File: src/design/kea_pkg.sv
// Package: register map, field positions and constants of the emulated KBC.
package kea_pkg;
   // ========================================================
   // Widths
   localparam int ADDR_W = 8;
   localparam int DATA_W = 32;
   localparam int BYTE_W = 8;
   localparam int EVT_W = 3;
   localparam int SYN_W = 13;
   // ========================================================
   // Register offsets (byte addresses)
   localparam logic [ADDR_W-1:0] OFF_DATA = 8'h00;
   localparam logic [ADDR_W-1:0] OFF_STATUS = 8'h04;
   localparam logic [ADDR_W-1:0] OFF_CTRL = 8'h08;
   localparam logic [ADDR_W-1:0] OFF_AUX = 8'h0C;
   localparam logic [ADDR_W-1:0] OFF_SRC = 8'h14;
   localparam logic [ADDR_W-1:0] OFF_EVT = 8'h18;
   localparam logic [ADDR_W-1:0] OFF_MASK = 8'h1C;
   localparam logic [ADDR_W-1:0] OFF_GATE = 8'h20;
   // ========================================================
   // Keyboard control fields
   localparam int CTL_AUX_HW = 7;
   localparam int CTL_IRQ_EN = 5;
   localparam int CTL_OVERRIDE = 2;
   localparam int CTL_SW_ASSIST = 1;
   localparam logic [BYTE_W-1:0] CTL_USER_MASK = 8'h59;
   // ========================================================
   // Keyboard status fields
   localparam int ST_AUX_FULL = 5;
   localparam int ST_CMD_DATA = 3;
   localparam int ST_IBF_POS = 1;
   localparam int ST_OUT_FULL = 0;
   localparam logic [BYTE_W-1:0] ST_USER_MASK = 8'hD4;
   // ========================================================
   // Other fields
   localparam int SRC_BIT = 0;
   localparam int FW_GATE_BIT = 0;
   localparam int GATE_DATA_BIT = 1;
   localparam int EVT_HOST_READ = 0;
   localparam int EVT_HOST_WRITE = 1;
   localparam int EVT_GATE = 2;
   // Host pin positions in the synchroniser vector
   localparam int SYN_RD = 0;
   localparam int SYN_CMD = 1;
   localparam int SYN_DAT = 2;
   localparam int SYN_GHI = 3;
   localparam int SYN_GLO = 4;
   localparam int SYN_BYTE = 5;
   // ========================================================
   // Reset values
   localparam logic [BYTE_W-1:0] BYTE_ZERO = 8'h00;
   localparam logic [EVT_W-1:0] EVT_ZERO = 3'h0;
   localparam logic [DATA_W-1:0] WORD_ZERO = 32'h0000_0000;
endpackage

File: src/design/kea_reg_if.sv
// Interface: decoded register access between the APB front and the core.
`timescale 1ns/100ps
`default_nettype none
interface kea_reg_if;
   import kea_pkg::*;
   logic wr;
   logic rd;
   logic [ADDR_W-1:0] addr;
   logic [BYTE_W-1:0] wdata;
   logic [BYTE_W-1:0] rdata;
   logic hit;
   modport front (output wr, output rd, output addr, output wdata,
                  input rdata, input hit);
   modport regs (input wr, input rd, input addr, input wdata,
                 output rdata, output hit);
endinterface
`default_nettype wire

File: src/design/kea_sync.sv
// Module: two-flop synchroniser with rising-edge detect for host pins.
`timescale 1ns/100ps
`default_nettype none
module kea_sync #(
   parameter int W = 1
) (
   // Clock and reset
   input wire logic ref_clk_i,
   input wire logic rst_b_i,
   // Pins and synchronised view
   input wire logic [W-1:0] async_i,
   output logic [W-1:0] level_o,
   output logic [W-1:0] rise_o
);
   logic [W-1:0] meta_q;
   logic [W-1:0] sync_q;
   logic [W-1:0] prev_q;

   always_ff @(posedge ref_clk_i) begin
      if (!rst_b_i) begin
         meta_q <= '0;
         sync_q <= '0;
         prev_q <= '0;
      end else begin
         meta_q <= async_i;
         sync_q <= meta_q;
         prev_q <= sync_q;
      end
   end

   assign level_o = sync_q;
   assign rise_o = sync_q & ~prev_q;
endmodule
`default_nettype wire

File: src/design/kea_apb_front.sv
// Module: APB slave front end, one wait state, registered answer.
`timescale 1ns/100ps
`default_nettype none
module kea_apb_front
   import kea_pkg::*;
(
   // Clock and reset
   input wire logic ref_clk_i,
   input wire logic rst_b_i,
   // APB
   input wire logic psel_i,
   input wire logic penable_i,
   input wire logic pwrite_i,
   input wire logic [ADDR_W-1:0] paddr_i,
   input wire logic [DATA_W-1:0] pwdata_i,
   output logic [DATA_W-1:0] prdata_o,
   output logic pready_o,
   output logic pslverr_o,
   // Register side
   kea_reg_if.front bus
);
   logic pready_q;
   logic pslverr_q;
   logic [DATA_W-1:0] prdata_q;
   logic first_access;
   logic done;

   assign first_access = psel_i & penable_i & ~pready_q;
   assign done = psel_i & penable_i & pready_q;

   // Read data caught in the first access cycle so it comes from a flop
   always_ff @(posedge ref_clk_i) begin
      if (!rst_b_i) begin
         pready_q <= 1'b0;
         pslverr_q <= 1'b0;
         prdata_q <= WORD_ZERO;
      end else begin
         pready_q <= first_access;
         if (first_access) begin
            prdata_q <= {{(DATA_W-BYTE_W){1'b0}}, bus.rdata};
            pslverr_q <= ~bus.hit;
         end
      end
   end

   // Side effects happen only at the completing edge, unmapped ignored
   assign bus.wr = done & pwrite_i & bus.hit;
   assign bus.rd = done & ~pwrite_i & bus.hit;
   assign bus.addr = paddr_i;
   assign bus.wdata = pwdata_i[BYTE_W-1:0];
   assign prdata_o = prdata_q;
   assign pready_o = pready_q;
   assign pslverr_o = pslverr_q;
endmodule
`default_nettype wire

File: src/design/kea_kbc_emulation_ctrl_aux.sv
// Top: emulated keyboard controller control, aux data and output-full source.
//
// Added by the designer: register access over APB.
`timescale 1ns/100ps
`default_nettype none
module kea_kbc_emulation_ctrl_aux
   import kea_pkg::*;
(
   // Clock and reset
   input wire logic ref_clk_i,
   input wire logic rst_b_i,
   // APB slave
   input wire logic psel_i,
   input wire logic penable_i,
   input wire logic pwrite_i,
   input wire logic [ADDR_W-1:0] paddr_i,
   input wire logic [DATA_W-1:0] pwdata_i,
   output logic [DATA_W-1:0] prdata_o,
   output logic pready_o,
   output logic pslverr_o,
   // Host side strobes, from the LPC clock domain
   input wire logic host_read_i,
   input wire logic host_cmd_write_i,
   input wire logic host_data_write_i,
   input wire logic host_gate_high_i,
   input wire logic host_gate_low_i,
   input wire logic [BYTE_W-1:0] host_in_byte_i,
   // Host side outputs
   output logic [BYTE_W-1:0] host_out_byte_o,
   output logic [BYTE_W-1:0] host_status_o,
   output logic keyboard_host_irq_o,
   output logic mouse_host_irq_o,
   output logic address_line20_gate_o,
   // Firmware interrupt
   output logic irq_o
);
   // ========================================================
   // Decode helper
   function automatic logic is_off(input logic [ADDR_W-1:0] a,
                                   input logic [ADDR_W-1:0] off);
      return a == off;
   endfunction

   // ========================================================
   // Bus front and host pin synchronisers
   kea_reg_if bus ();

   kea_apb_front u_front (
      .ref_clk_i (ref_clk_i),
      .rst_b_i (rst_b_i),
      .psel_i (psel_i),
      .penable_i (penable_i),
      .pwrite_i (pwrite_i),
      .paddr_i (paddr_i),
      .pwdata_i (pwdata_i),
      .prdata_o (prdata_o),
      .pready_o (pready_o),
      .pslverr_o (pslverr_o),
      .bus (bus.front)
   );

   logic [SYN_W-1:0] host_level;
   logic [SYN_W-1:0] host_rise;

   // The byte lanes only matter on a write strobe, which lags them
   kea_sync #(.W(SYN_W)) u_sync (
      .ref_clk_i (ref_clk_i),
      .rst_b_i (rst_b_i),
      .async_i ({host_in_byte_i, host_gate_low_i, host_gate_high_i,
                 host_data_write_i, host_cmd_write_i, host_read_i}),
      .level_o (host_level),
      .rise_o (host_rise)
   );

   logic host_rd, host_cmd, host_dat, host_wr, host_ghi, host_glo;
   assign host_rd = host_rise[SYN_RD];
   assign host_cmd = host_rise[SYN_CMD];
   assign host_dat = host_rise[SYN_DAT];
   assign host_wr = host_cmd | host_dat;
   assign host_ghi = host_rise[SYN_GHI];
   assign host_glo = host_rise[SYN_GLO];

   // ========================================================
   // Access strobes
   logic wr_data, wr_status, wr_ctrl, wr_aux, wr_src;
   logic wr_evt, wr_mask, wr_gate, rd_data;
   assign wr_data = bus.wr & is_off(bus.addr, OFF_DATA);
   assign wr_status = bus.wr & is_off(bus.addr, OFF_STATUS);
   assign wr_ctrl = bus.wr & is_off(bus.addr, OFF_CTRL);
   assign wr_aux = bus.wr & is_off(bus.addr, OFF_AUX);
   assign wr_src = bus.wr & is_off(bus.addr, OFF_SRC);
   assign wr_evt = bus.wr & is_off(bus.addr, OFF_EVT);
   assign wr_mask = bus.wr & is_off(bus.addr, OFF_MASK);
   assign wr_gate = bus.wr & is_off(bus.addr, OFF_GATE);
   assign rd_data = bus.rd & is_off(bus.addr, OFF_DATA);

   // ========================================================
   // Registers
   logic [BYTE_W-1:0] ctrl_q, status_q, status_d, out_byte_q, in_byte_q;
   logic src_q, fw_gate_q, gate_q, kbd_irq_q, mouse_irq_q, irq_q, kbd_src;
   logic [EVT_W-1:0] evt_q, evt_d, mask_q;

   // Every control bit is plain storage; only four of them steer logic
   always_ff @(posedge ref_clk_i) begin
      if (!rst_b_i) begin
         ctrl_q <= BYTE_ZERO;
      end else if (wr_ctrl) begin
         ctrl_q <= bus.wdata;
      end
   end

   always_ff @(posedge ref_clk_i) begin
      if (!rst_b_i) begin
         src_q <= 1'b0;
         fw_gate_q <= 1'b0;
         mask_q <= EVT_ZERO;
      end else begin
         if (wr_src) begin
            src_q <= bus.wdata[SRC_BIT];
         end
         if (wr_gate) begin
            fw_gate_q <= bus.wdata[FW_GATE_BIT];
         end
         if (wr_mask) begin
            mask_q <= bus.wdata[EVT_W-1:0];
         end
      end
   end

   // Shared output byte: data and aux writes land in the same place
   always_ff @(posedge ref_clk_i) begin
      if (!rst_b_i) begin
         out_byte_q <= BYTE_ZERO;
      end else if (wr_data | wr_aux) begin
         out_byte_q <= bus.wdata;
      end
   end

   always_ff @(posedge ref_clk_i) begin
      if (!rst_b_i) begin
         in_byte_q <= BYTE_ZERO;
      end else if (host_wr) begin
         in_byte_q <= host_level[SYN_BYTE +: BYTE_W];
      end
   end

   // ========================================================
   // Keyboard status; clears first so a same-cycle set wins
   always_comb begin
      status_d = status_q;
      if (wr_status) begin
         status_d = (status_q & ~ST_USER_MASK) | (bus.wdata & ST_USER_MASK);
         if (!ctrl_q[CTL_AUX_HW]) begin
            status_d[ST_AUX_FULL] = bus.wdata[ST_AUX_FULL];
         end
      end
      if (host_rd) begin
         status_d[ST_OUT_FULL] = 1'b0;
      end
      if (rd_data) begin
         status_d[ST_IBF_POS] = 1'b0;
      end
      if (host_cmd) begin
         status_d[ST_CMD_DATA] = 1'b1;
         status_d[ST_IBF_POS] = 1'b1;
      end
      if (host_dat) begin
         status_d[ST_CMD_DATA] = 1'b0;
         status_d[ST_IBF_POS] = 1'b1;
      end
      if (wr_aux) begin
         status_d[ST_CMD_DATA] = 1'b0;
         status_d[ST_IBF_POS] = 1'b1;
         status_d[ST_OUT_FULL] = 1'b1;
         if (ctrl_q[CTL_AUX_HW]) begin
            status_d[ST_AUX_FULL] = 1'b1;
         end
      end
      if (wr_data) begin
         status_d[ST_OUT_FULL] = 1'b1;
         status_d[ST_AUX_FULL] = 1'b0;
      end
   end

   always_ff @(posedge ref_clk_i) begin
      if (!rst_b_i) begin
         status_q <= BYTE_ZERO;
      end else begin
         status_q <= status_d;
      end
   end

   // ========================================================
   // Host interrupt lines
   // Changing the enable while output full would glitch the host line
   assign kbd_src = ctrl_q[CTL_OVERRIDE] ? src_q
                                         : status_q[ST_OUT_FULL];

   always_ff @(posedge ref_clk_i) begin
      if (!rst_b_i) begin
         kbd_irq_q <= 1'b0;
         mouse_irq_q <= 1'b0;
      end else begin
         kbd_irq_q <= ctrl_q[CTL_IRQ_EN] & kbd_src;
         mouse_irq_q <= ctrl_q[CTL_IRQ_EN] & status_q[ST_AUX_FULL];
      end
   end

   // ========================================================
   // Address line 20 gate
   always_ff @(posedge ref_clk_i) begin
      if (!rst_b_i) begin
         gate_q <= 1'b0;
      end else if (ctrl_q[CTL_SW_ASSIST]) begin
         gate_q <= fw_gate_q;
      end else if (wr_ctrl | wr_aux) begin
         gate_q <= bus.wdata[GATE_DATA_BIT];
      end else if (host_ghi) begin
         gate_q <= 1'b1;
      end else if (host_glo) begin
         gate_q <= 1'b0;
      end
   end

   // ========================================================
   // Firmware interrupt: sticky events, write one to clear
   always_comb begin
      evt_d = evt_q;
      if (wr_evt) begin
         evt_d = evt_q & ~bus.wdata[EVT_W-1:0];
      end
      if (host_rd) begin
         evt_d[EVT_HOST_READ] = 1'b1;
      end
      if (host_wr) begin
         evt_d[EVT_HOST_WRITE] = 1'b1;
      end
      if (host_ghi | host_glo) begin
         evt_d[EVT_GATE] = 1'b1;
      end
   end

   always_ff @(posedge ref_clk_i) begin
      if (!rst_b_i) begin
         evt_q <= EVT_ZERO;
         irq_q <= 1'b0;
      end else begin
         evt_q <= evt_d;
         irq_q <= |(evt_q & mask_q);
      end
   end

   // ========================================================
   // Read mux and address decode
   always_comb begin
      bus.hit = 1'b1;
      bus.rdata = BYTE_ZERO;
      if (is_off(bus.addr, OFF_DATA)) begin
         bus.rdata = in_byte_q;
      end else if (is_off(bus.addr, OFF_STATUS)) begin
         bus.rdata = status_q;
      end else if (is_off(bus.addr, OFF_CTRL)) begin
         bus.rdata = ctrl_q;
      end else if (is_off(bus.addr, OFF_AUX)) begin
         bus.rdata = BYTE_ZERO;
      end else if (is_off(bus.addr, OFF_SRC)) begin
         bus.rdata = {{(BYTE_W-1){1'b0}}, src_q};
      end else if (is_off(bus.addr, OFF_EVT)) begin
         bus.rdata = {{(BYTE_W-EVT_W){1'b0}}, evt_q};
      end else if (is_off(bus.addr, OFF_MASK)) begin
         bus.rdata = {{(BYTE_W-EVT_W){1'b0}}, mask_q};
      end else if (is_off(bus.addr, OFF_GATE)) begin
         bus.rdata = {{(BYTE_W-1){1'b0}}, fw_gate_q};
      end else begin
         bus.hit = 1'b0;
      end
   end

   assign host_out_byte_o = out_byte_q;
   assign host_status_o = status_q;
   assign keyboard_host_irq_o = kbd_irq_q;
   assign mouse_host_irq_o = mouse_irq_q;
   assign address_line20_gate_o = gate_q;
   assign irq_o = irq_q;
endmodule
`default_nettype wire

File: config.mk
export PLATFORM = sky130hd
export DESIGN_NAME = kea_kbc_emulation_ctrl_aux
export DESIGN_NICKNAME = d
export VERILOG_FILES = /design/src/design/kea_pkg.sv /design/src/design/kea_reg_if.sv /design/src/design/kea_sync.sv /design/src/design/kea_apb_front.sv /design/src/design/kea_kbc_emulation_ctrl_aux.sv
export SDC_FILE = /design/constraint.sdc
export NUM_CORES = 1
export LEC_CHECK = 0
export BUFFER_PORTS_ARGS = -buffer_cell sky130_fd_sc_hd__buf_4
export CELL_PAD_IN_SITES_DETAIL_PLACEMENT = 0
export CELL_PAD_IN_SITES_GLOBAL_PLACEMENT = 1
export CORE_ASPECT_RATIO = 0.8
export CORE_MARGIN = 2
export CORE_UTILIZATION = 39
export DETAILED_ROUTE_END_ITERATION = 10
export GPL_TIMING_DRIVEN = 1
export HOLD_SLACK_MARGIN = 0.06
export PLACE_DENSITY = 0.89
export SLEW_MARGIN = 0
export SYNTH_ARGS = -nofsm -noshare
export SYNTH_HDL_FRONTEND = slang
export SYNTH_HIERARCHICAL = 1
export SYNTH_SLANG_ARGS = --single-unit
File: constraint.sdc
create_clock -name ref_clk_i -period 3.4 [get_ports ref_clk_i]
set_clock_uncertainty 0.2 [all_clocks]
set_input_delay 0.17 -clock ref_clk_i [delete_from_list [all_inputs] [get_ports ref_clk_i]]
set_output_delay 0.17 -clock ref_clk_i [all_outputs]
set_load 0.1 [all_outputs]
==> run metrics, run 1 <==
run status=finished, final reports clean; initial antenna violation count=0; Mapped Area=~3700 sq um; crit path DAT=~2.6 ns; Syn Inst Count=380; DR pass1 iterations=8; RSZ-0062 raised after global routing=false; Max transition margin=around half; final hold vios=0; most common cell after layout, fill and taps aside=dfxtp_1; R2R depth=6; DRC violation count after routing=0; Area Overhead vs Synth=23.4%; Sequential Power Share=between 40% and 50%; Worst setup SP type=input pin; row count=31; Max Cap Viol=0; CTS tree=built; Hold Crit Depth=5; Post-Layout Cell Count=between 500 and 600; design internal power=1.70 mW; Num CTS Buffers=9; Logic pwr share=about an eighth; final worst-path cycle share=between 70% and 80%; RR Endpoint=host_status_o[5]; Die W=113 um; post-cts resize count=0; pin count of the biggest net entering global routing=95; Lkg Pwr=~2.1 nW; most frequent cells in the layout=dfxtp_1 (85), buf_4 (65), nand2_1 (41), mux2i_1 (38), nor2b_1 (35); Die Area=between 10000 and 15000 sq um; Starting Density=just over 40%; r2r setup slk=about 1.1 ns; Root Driver=clkbuf_16; Net Sw Power=623 uW; Worst Hold Class=in -> reg; # port buffers=between 60 and 70; gpl congestion=~0.91; Via Count=2678; clock transition at the registers of the reported paths=approximately 0.06 ns; Yosys warnings=6; Wirelength per Cell=between 10 and 15 um; Detail Route Antenna Nets=0; Avg Cell Area, Syn=about 9.8 sq um; setup_tns=0 ns; Clk pwr share=43.5%; DR iter-0 viols=172; fmax=a little under 0.4 GHz; share of layout cells above drive strength 1=20.4%; endpoint type of the worst setup path=flop; Slew @ Worst Pin=about 0.74 ns; clock latency on the worst-skew pair=between 0.3 and 0.4 ns; CTS max path bufs=2; post-DP HPWL=approximately 5400 um; first-pass GRT wire length=12600 um; I/O Pins=between 100 and 150; Max Slew Vio Count=0; WS Path Type=in -> reg; worst reg2reg path startpoint=u_front/pready_o; final WL=~7700 um; # Post-CTS Setup Buffers=0; Sw Ratio=between 20 and 30%; Fillers=855; Via density=between 4 and 5; Cells after DPL=525; total track usage=approximately 15%; Max FO, Critical Path=7; total congestion overflow=0; H-tree depth=3; Pwr Density=between 500 and 600 nW/um^2; # hold bufs at CTS=24; Core ar.=about 9000 sq um; nets@finish=slightly above 500; Chip Height=roughly 92 um; fin crit period=2.56 ns; Finish-stage setup viols=0; maximum VDD drop=0.268 mV; CTS sink cnt=85; vias in the first global route=roughly 2600; Data required, critical path=~3.4 ns; Worst Hold Launch=paddr_i[1]; diode count=0; Hold Path End=src_q
per-layer routing:
metal | track usage (%) | share of wire [%] | up-vias
li1 | - | - | 1344
met1 | 19.6 | 46 | 1259
met2 | 25.0 | 47 | 66
met3 | 4.41 | 5.6 | 9
met4 | 4.88 | 1.2 | 0
met5 | 0 | 0 | -
worst max-delay path by stage:
| stage | startpoint | to | slack (ns) | cells after the start |
|---|---|---|---|---|
| floorplan | u_front/pready_o | host_status_o[5] | 0.67 | 6 |
| global placement | paddr_i[1] | host_status_o[5] | 0.61 | 10 |
| detailed placement | paddr_i[1] | host_status_o[5] | 0.50 | 10 |
| CTS | paddr_i[1] | host_status_o[5] | 0.84 | 10 |
| global route | paddr_i[1] | ctrl_q[2] | 0.65 | 10 |
| finish | paddr_i[1] | host_status_o[5] | 0.84 | 10 |
stage by stage:
step | hold WS, ns | total power [mW] | utilization [%] | instance area [sq um] | worst slack, ns
floorplan | 0.0917 | 1.30 | - | 3820 | 0.670
global placement | 0.178 | 1.31 | 44.0 | 4040 | 0.607
detailed placement | 0.178 | 1.31 | 44.0 | 4040 | 0.495
CTS | 0.0921 | 2.35 | 50.1 | 4600 | 0.837
global route | 0.139 | 2.40 | 50.1 | 4600 | 0.649
finish | 0.0911 | 2.32 | 50.1 | 4600 | 0.837
worst max-delay path, cell delays in order:
cell      delay, ns
buf_4          0.13
nor4_2         0.25
buf_4          0.18
and3_1         0.17
nand4_1        0.11
nor2_1         0.33
nor3b_4        0.46
nand3_4        0.21
mux2_4         0.34
o2111a_1       0.23
power groups by stage:
stage / Combinational [mW] / Clock (mW) / Sequential (mW)
finish: 0.284 / 1.01 / 1.03
global route: 0.300 / 1.07 / 1.03
CTS: 0.284 / 1.04 / 1.03
detailed placement: 0.263 / 0 / 1.05
global placement: 0.260 / 0 / 1.05
floorplan: 0.227 / 0 / 1.07
flip-flops by register name (all words and copies together), names as in the netlist, 3 cells and up:
signal and flops:
ctrl_q 8, evt_q 3, host_out_byte_o 8, host_status_o 8
in_byte_q 8, mask_q 3, u_front/prdata_o 8, u_sync/level_o 13
u_sync/meta_q 13, u_sync/prev_q 5
layout make-up:
| type | instances | area [sq um] | share of cell area, % |
|---|---|---|---|
| Clock inverter | 6 | 81.3 | 1.77 |
| Inverter | 10 | 37.5 | 0.815 |
| Sequential cell | 85 | 1700 | 37.0 |
| Multi-Input combinational cell | 250 | 1670 | 36.3 |
| Tap cell | 115 | 144 | 3.12 |
| Clock buffer | 10 | 239 | 5.19 |
| Timing Repair Buffer | 89 | 728 | 15.8 |
Note: power is estimated with default switching activity, not from simulation.
==> inputs of run 2 (changes only) <==
--- a/config.mk
+++ b/config.mk
@@ -5,16 +5,17 @@
 export SDC_FILE = /design/constraint.sdc
 export NUM_CORES = 1
 export LEC_CHECK = 0
+export ABC_AREA = 1
 export BUFFER_PORTS_ARGS = -buffer_cell sky130_fd_sc_hd__buf_4
 export CELL_PAD_IN_SITES_DETAIL_PLACEMENT = 0
 export CELL_PAD_IN_SITES_GLOBAL_PLACEMENT = 1
 export CORE_ASPECT_RATIO = 0.8
 export CORE_MARGIN = 2
-export CORE_UTILIZATION = 39
+export CORE_UTILIZATION = 34
 export DETAILED_ROUTE_END_ITERATION = 10
 export GPL_TIMING_DRIVEN = 1
 export HOLD_SLACK_MARGIN = 0.06
-export PLACE_DENSITY = 0.89
+export PLACE_DENSITY = 0.87
 export SLEW_MARGIN = 0
 export SYNTH_ARGS = -nofsm -noshare
 export SYNTH_HDL_FRONTEND = slang
==> constraint.sdc (replaced) <==
create_clock -name ref_clk_i -period 2.31 [get_ports ref_clk_i]
set_clock_uncertainty 0.2 [all_clocks]
set_input_delay 0.1155 -clock ref_clk_i [delete_from_list [all_inputs] [get_ports ref_clk_i]]
set_output_delay 0.1155 -clock ref_clk_i [all_outputs]
set_load 0.1 [all_outputs]
==> run 2 against run 1 <==
Effect of this change:
- critical path depth grew 2
- hold slack lost 0.00088 ns
- sequential share of layout area shrank 2.9 points
- critical path type unchanged
- largest power group unchanged
- highest routed layer unchanged
==> run metrics, run 2 <==
Lkg Pwr=2.52 nW (+20%); WS Path Type=in -> reg; worst reg2reg path startpoint=u_front/pready_o; crit path DAT=2.22 ns (-0.37 ns); Buffers & Inverters on Critical Path=5 (+3); DR pass1 iterations=4 (-4); Avg Cell Area, Syn=7.54 sq um (-23%); Num CTS Buffers=9 (unchanged); Via density=4.23 (-11%); row count=34 (+9.7%); Hold Path End=evt_q[1]; Data required, critical path=2.34 ns (-1.09 ns); Worst Hold Class=in -> reg; Mapped Area=3790 sq um (+1.4%); fin util=46.1% (-4.0 points); CTS tree=built; R2R depth=7 (+1); nets@finish=660 (+31%); most frequent cells in the layout=nand2_1 (96), dfxtp_1 (84), buf_4 (77), inv_1 (74), nor2_1 (73); gpl congestion=0.833 (-8.1%); Detail Route Antenna Nets=0 (unchanged); first-pass GRT wire length=13900 um (+11%); Syn Inst Count=502 (+32%); Core ar.=10800 sq um (+18%); Worst Hold Launch=paddr_i[2]; I/O Pins=112 (unchanged); Worst Hold Slack=0.0902 ns (-0.000879 ns); H-tree depth=3 (unchanged); crit path cell chain=buf_4, nor2_4, dlygate4sd3_1, nand2_1, o2111ai_2, inv_1, nor3b_2, buf_6, nand3b_4, buf_12, a21oi_1, nor2_1; final hold vios=0 (unchanged); Starting Density=34.9% (-5.7 points); # Post-CTS Setup Buffers=0 (unchanged); Die Area=12000 sq um (+16%); maximum VDD drop=0.425 mV (+59%); Max Cap Viol=0 (unchanged); r2r setup slk=0.63 ns (-0.43 ns); clock latency on the worst-skew pair=0.34 ns (about the same); CTS max path bufs=2 (unchanged); share of layout cells above drive strength 1=21.4% (+0.97 points); post-DP HPWL=6090 um (+12%); cell family with the largest share of critical-path delay=buffers and inverters; RR Endpoint=host_out_byte_o[6]; diode count=0 (unchanged); run status=finished, final reports clean; final worst-path cycle share=a little over nine tenths; total congestion overflow=0 (unchanged); vias in the first global route=2962 (+14%); Wirelength per Cell=11.2 um (-18%); setup_tns=0 ns (unchanged); Finish-stage setup viols=0 (unchanged); Via Count=3173 (+18%); Area Overhead vs Synth=32.0%; DR iter-0 viols=158 (-8.1%); Max Slew Vio Count=0 (unchanged); slowest stage delay, CP=0.58 ns (+0.12 ns); most common cell after layout, fill and taps aside=nand2_1; Hold Crit Depth=5 (unchanged); Root Driver=clkbuf_16; endpoint type of the worst setup path=flop; pin count of the biggest net entering global routing=49 (-48%); total track usage=14.9% (-0.48 points); overall power=3.50 mW (+51%); clock transition at the registers of the reported paths=0.06 ns (about the same); CTS sink cnt=85 (unchanged); Yosys warnings=6 (unchanged); fmax=between 0.4 and 0.5 GHz; Pwr Density=700 nW/um^2 (+39%); Max FO, Critical Path=8 (+1); fin crit period=~2.2 ns; RSZ-0062 raised after global routing=true; Worst path slowest cell=dlygate4sd3_1; final WL=8380 um (+9.0%); Worst setup SP type=input pin; Die W=122 um (+7.6%); Chip Height=98.4 um (+7.5%); # port buffers=63 (unchanged); DRC violation count after routing=0 (unchanged); initial antenna violation count=0 (unchanged)
==> run 2: repair_timing <==
item,in CTS,in global routing
hold buffers,40,0
endpoints found under the hold margin,62,0
resized for setup,0,9
setup endpoints to repair,0,25
==> run 2: metal layers <==
layer | up-vias | GRT usage [%] | routed length [um]
met3 | 6 | 5.37 | 533
met5 | - | 0 | 0
met1 | 1397 | 20.6 | 4150
met4 | 0 | 4.07 | 46
li1 | 1678 | - | -
met2 | 92 | 21.8 | 3650
==> run 2: cell type report <==
cell class,instances,area [sq um]
fillers,1070,5850
inverters,80,302
clock buffers,10,229
well taps,144,180
flip-flops and latches,85,1700
repair buffers,120,1020
clock inverters,6,70.1
multi-input cells,306,1490
==> run 2: worst max path at each step <==
stage | slack, ns | start | to | cells past startpoint
3_5_place_dp | 0.04 | paddr_i[7] | ctrl_q[7] | 16
4_1_cts | 0.04 | paddr_i[7] | evt_q[0] | 12
3_3_place_gp | 0.11 | paddr_i[6] | ctrl_q[7] | 16
2_1_floorplan | 0.02 | paddr_i[5] | ctrl_q[7] | 16
5_1_grt | -0.02 | paddr_i[7] | ctrl_q[2] | 13
6_report | 0.12 | paddr_i[7] | host_out_byte_o[6] | 12
==> run 2: power by group <==
| part | internal (mW) | switching [mW] | total [mW] |
|---|---|---|---|
| Sequential | 1.52 | 0.0244 | 1.54 |
| Clock | 0.846 | 0.572 | 1.42 |
| Combinational | 0.143 | 0.395 | 0.538 |
==> run 2: per-stage QoR <==
stage	instances	area [sq um]	worst slack, ns
2_1_floorplan	525	3880	0.0192
3_3_place_gp	695	4270	0.105
3_5_place_dp	695	4270	0.0413
4_1_cts	751	4970	0.0438
5_1_grt	751	5000	-0.0162
6_report	751	5000	0.120
==> run 2: worst register-to-register path: stages, from the launching register on <==
cell      delay, ns
dfxtp_2        0.35
nand3_1        0.10
nor3b_2        0.21
buf_6          0.18
nand3b_4       0.16
buf_12         0.18
a21oi_1        0.12
nor2_1         0.06
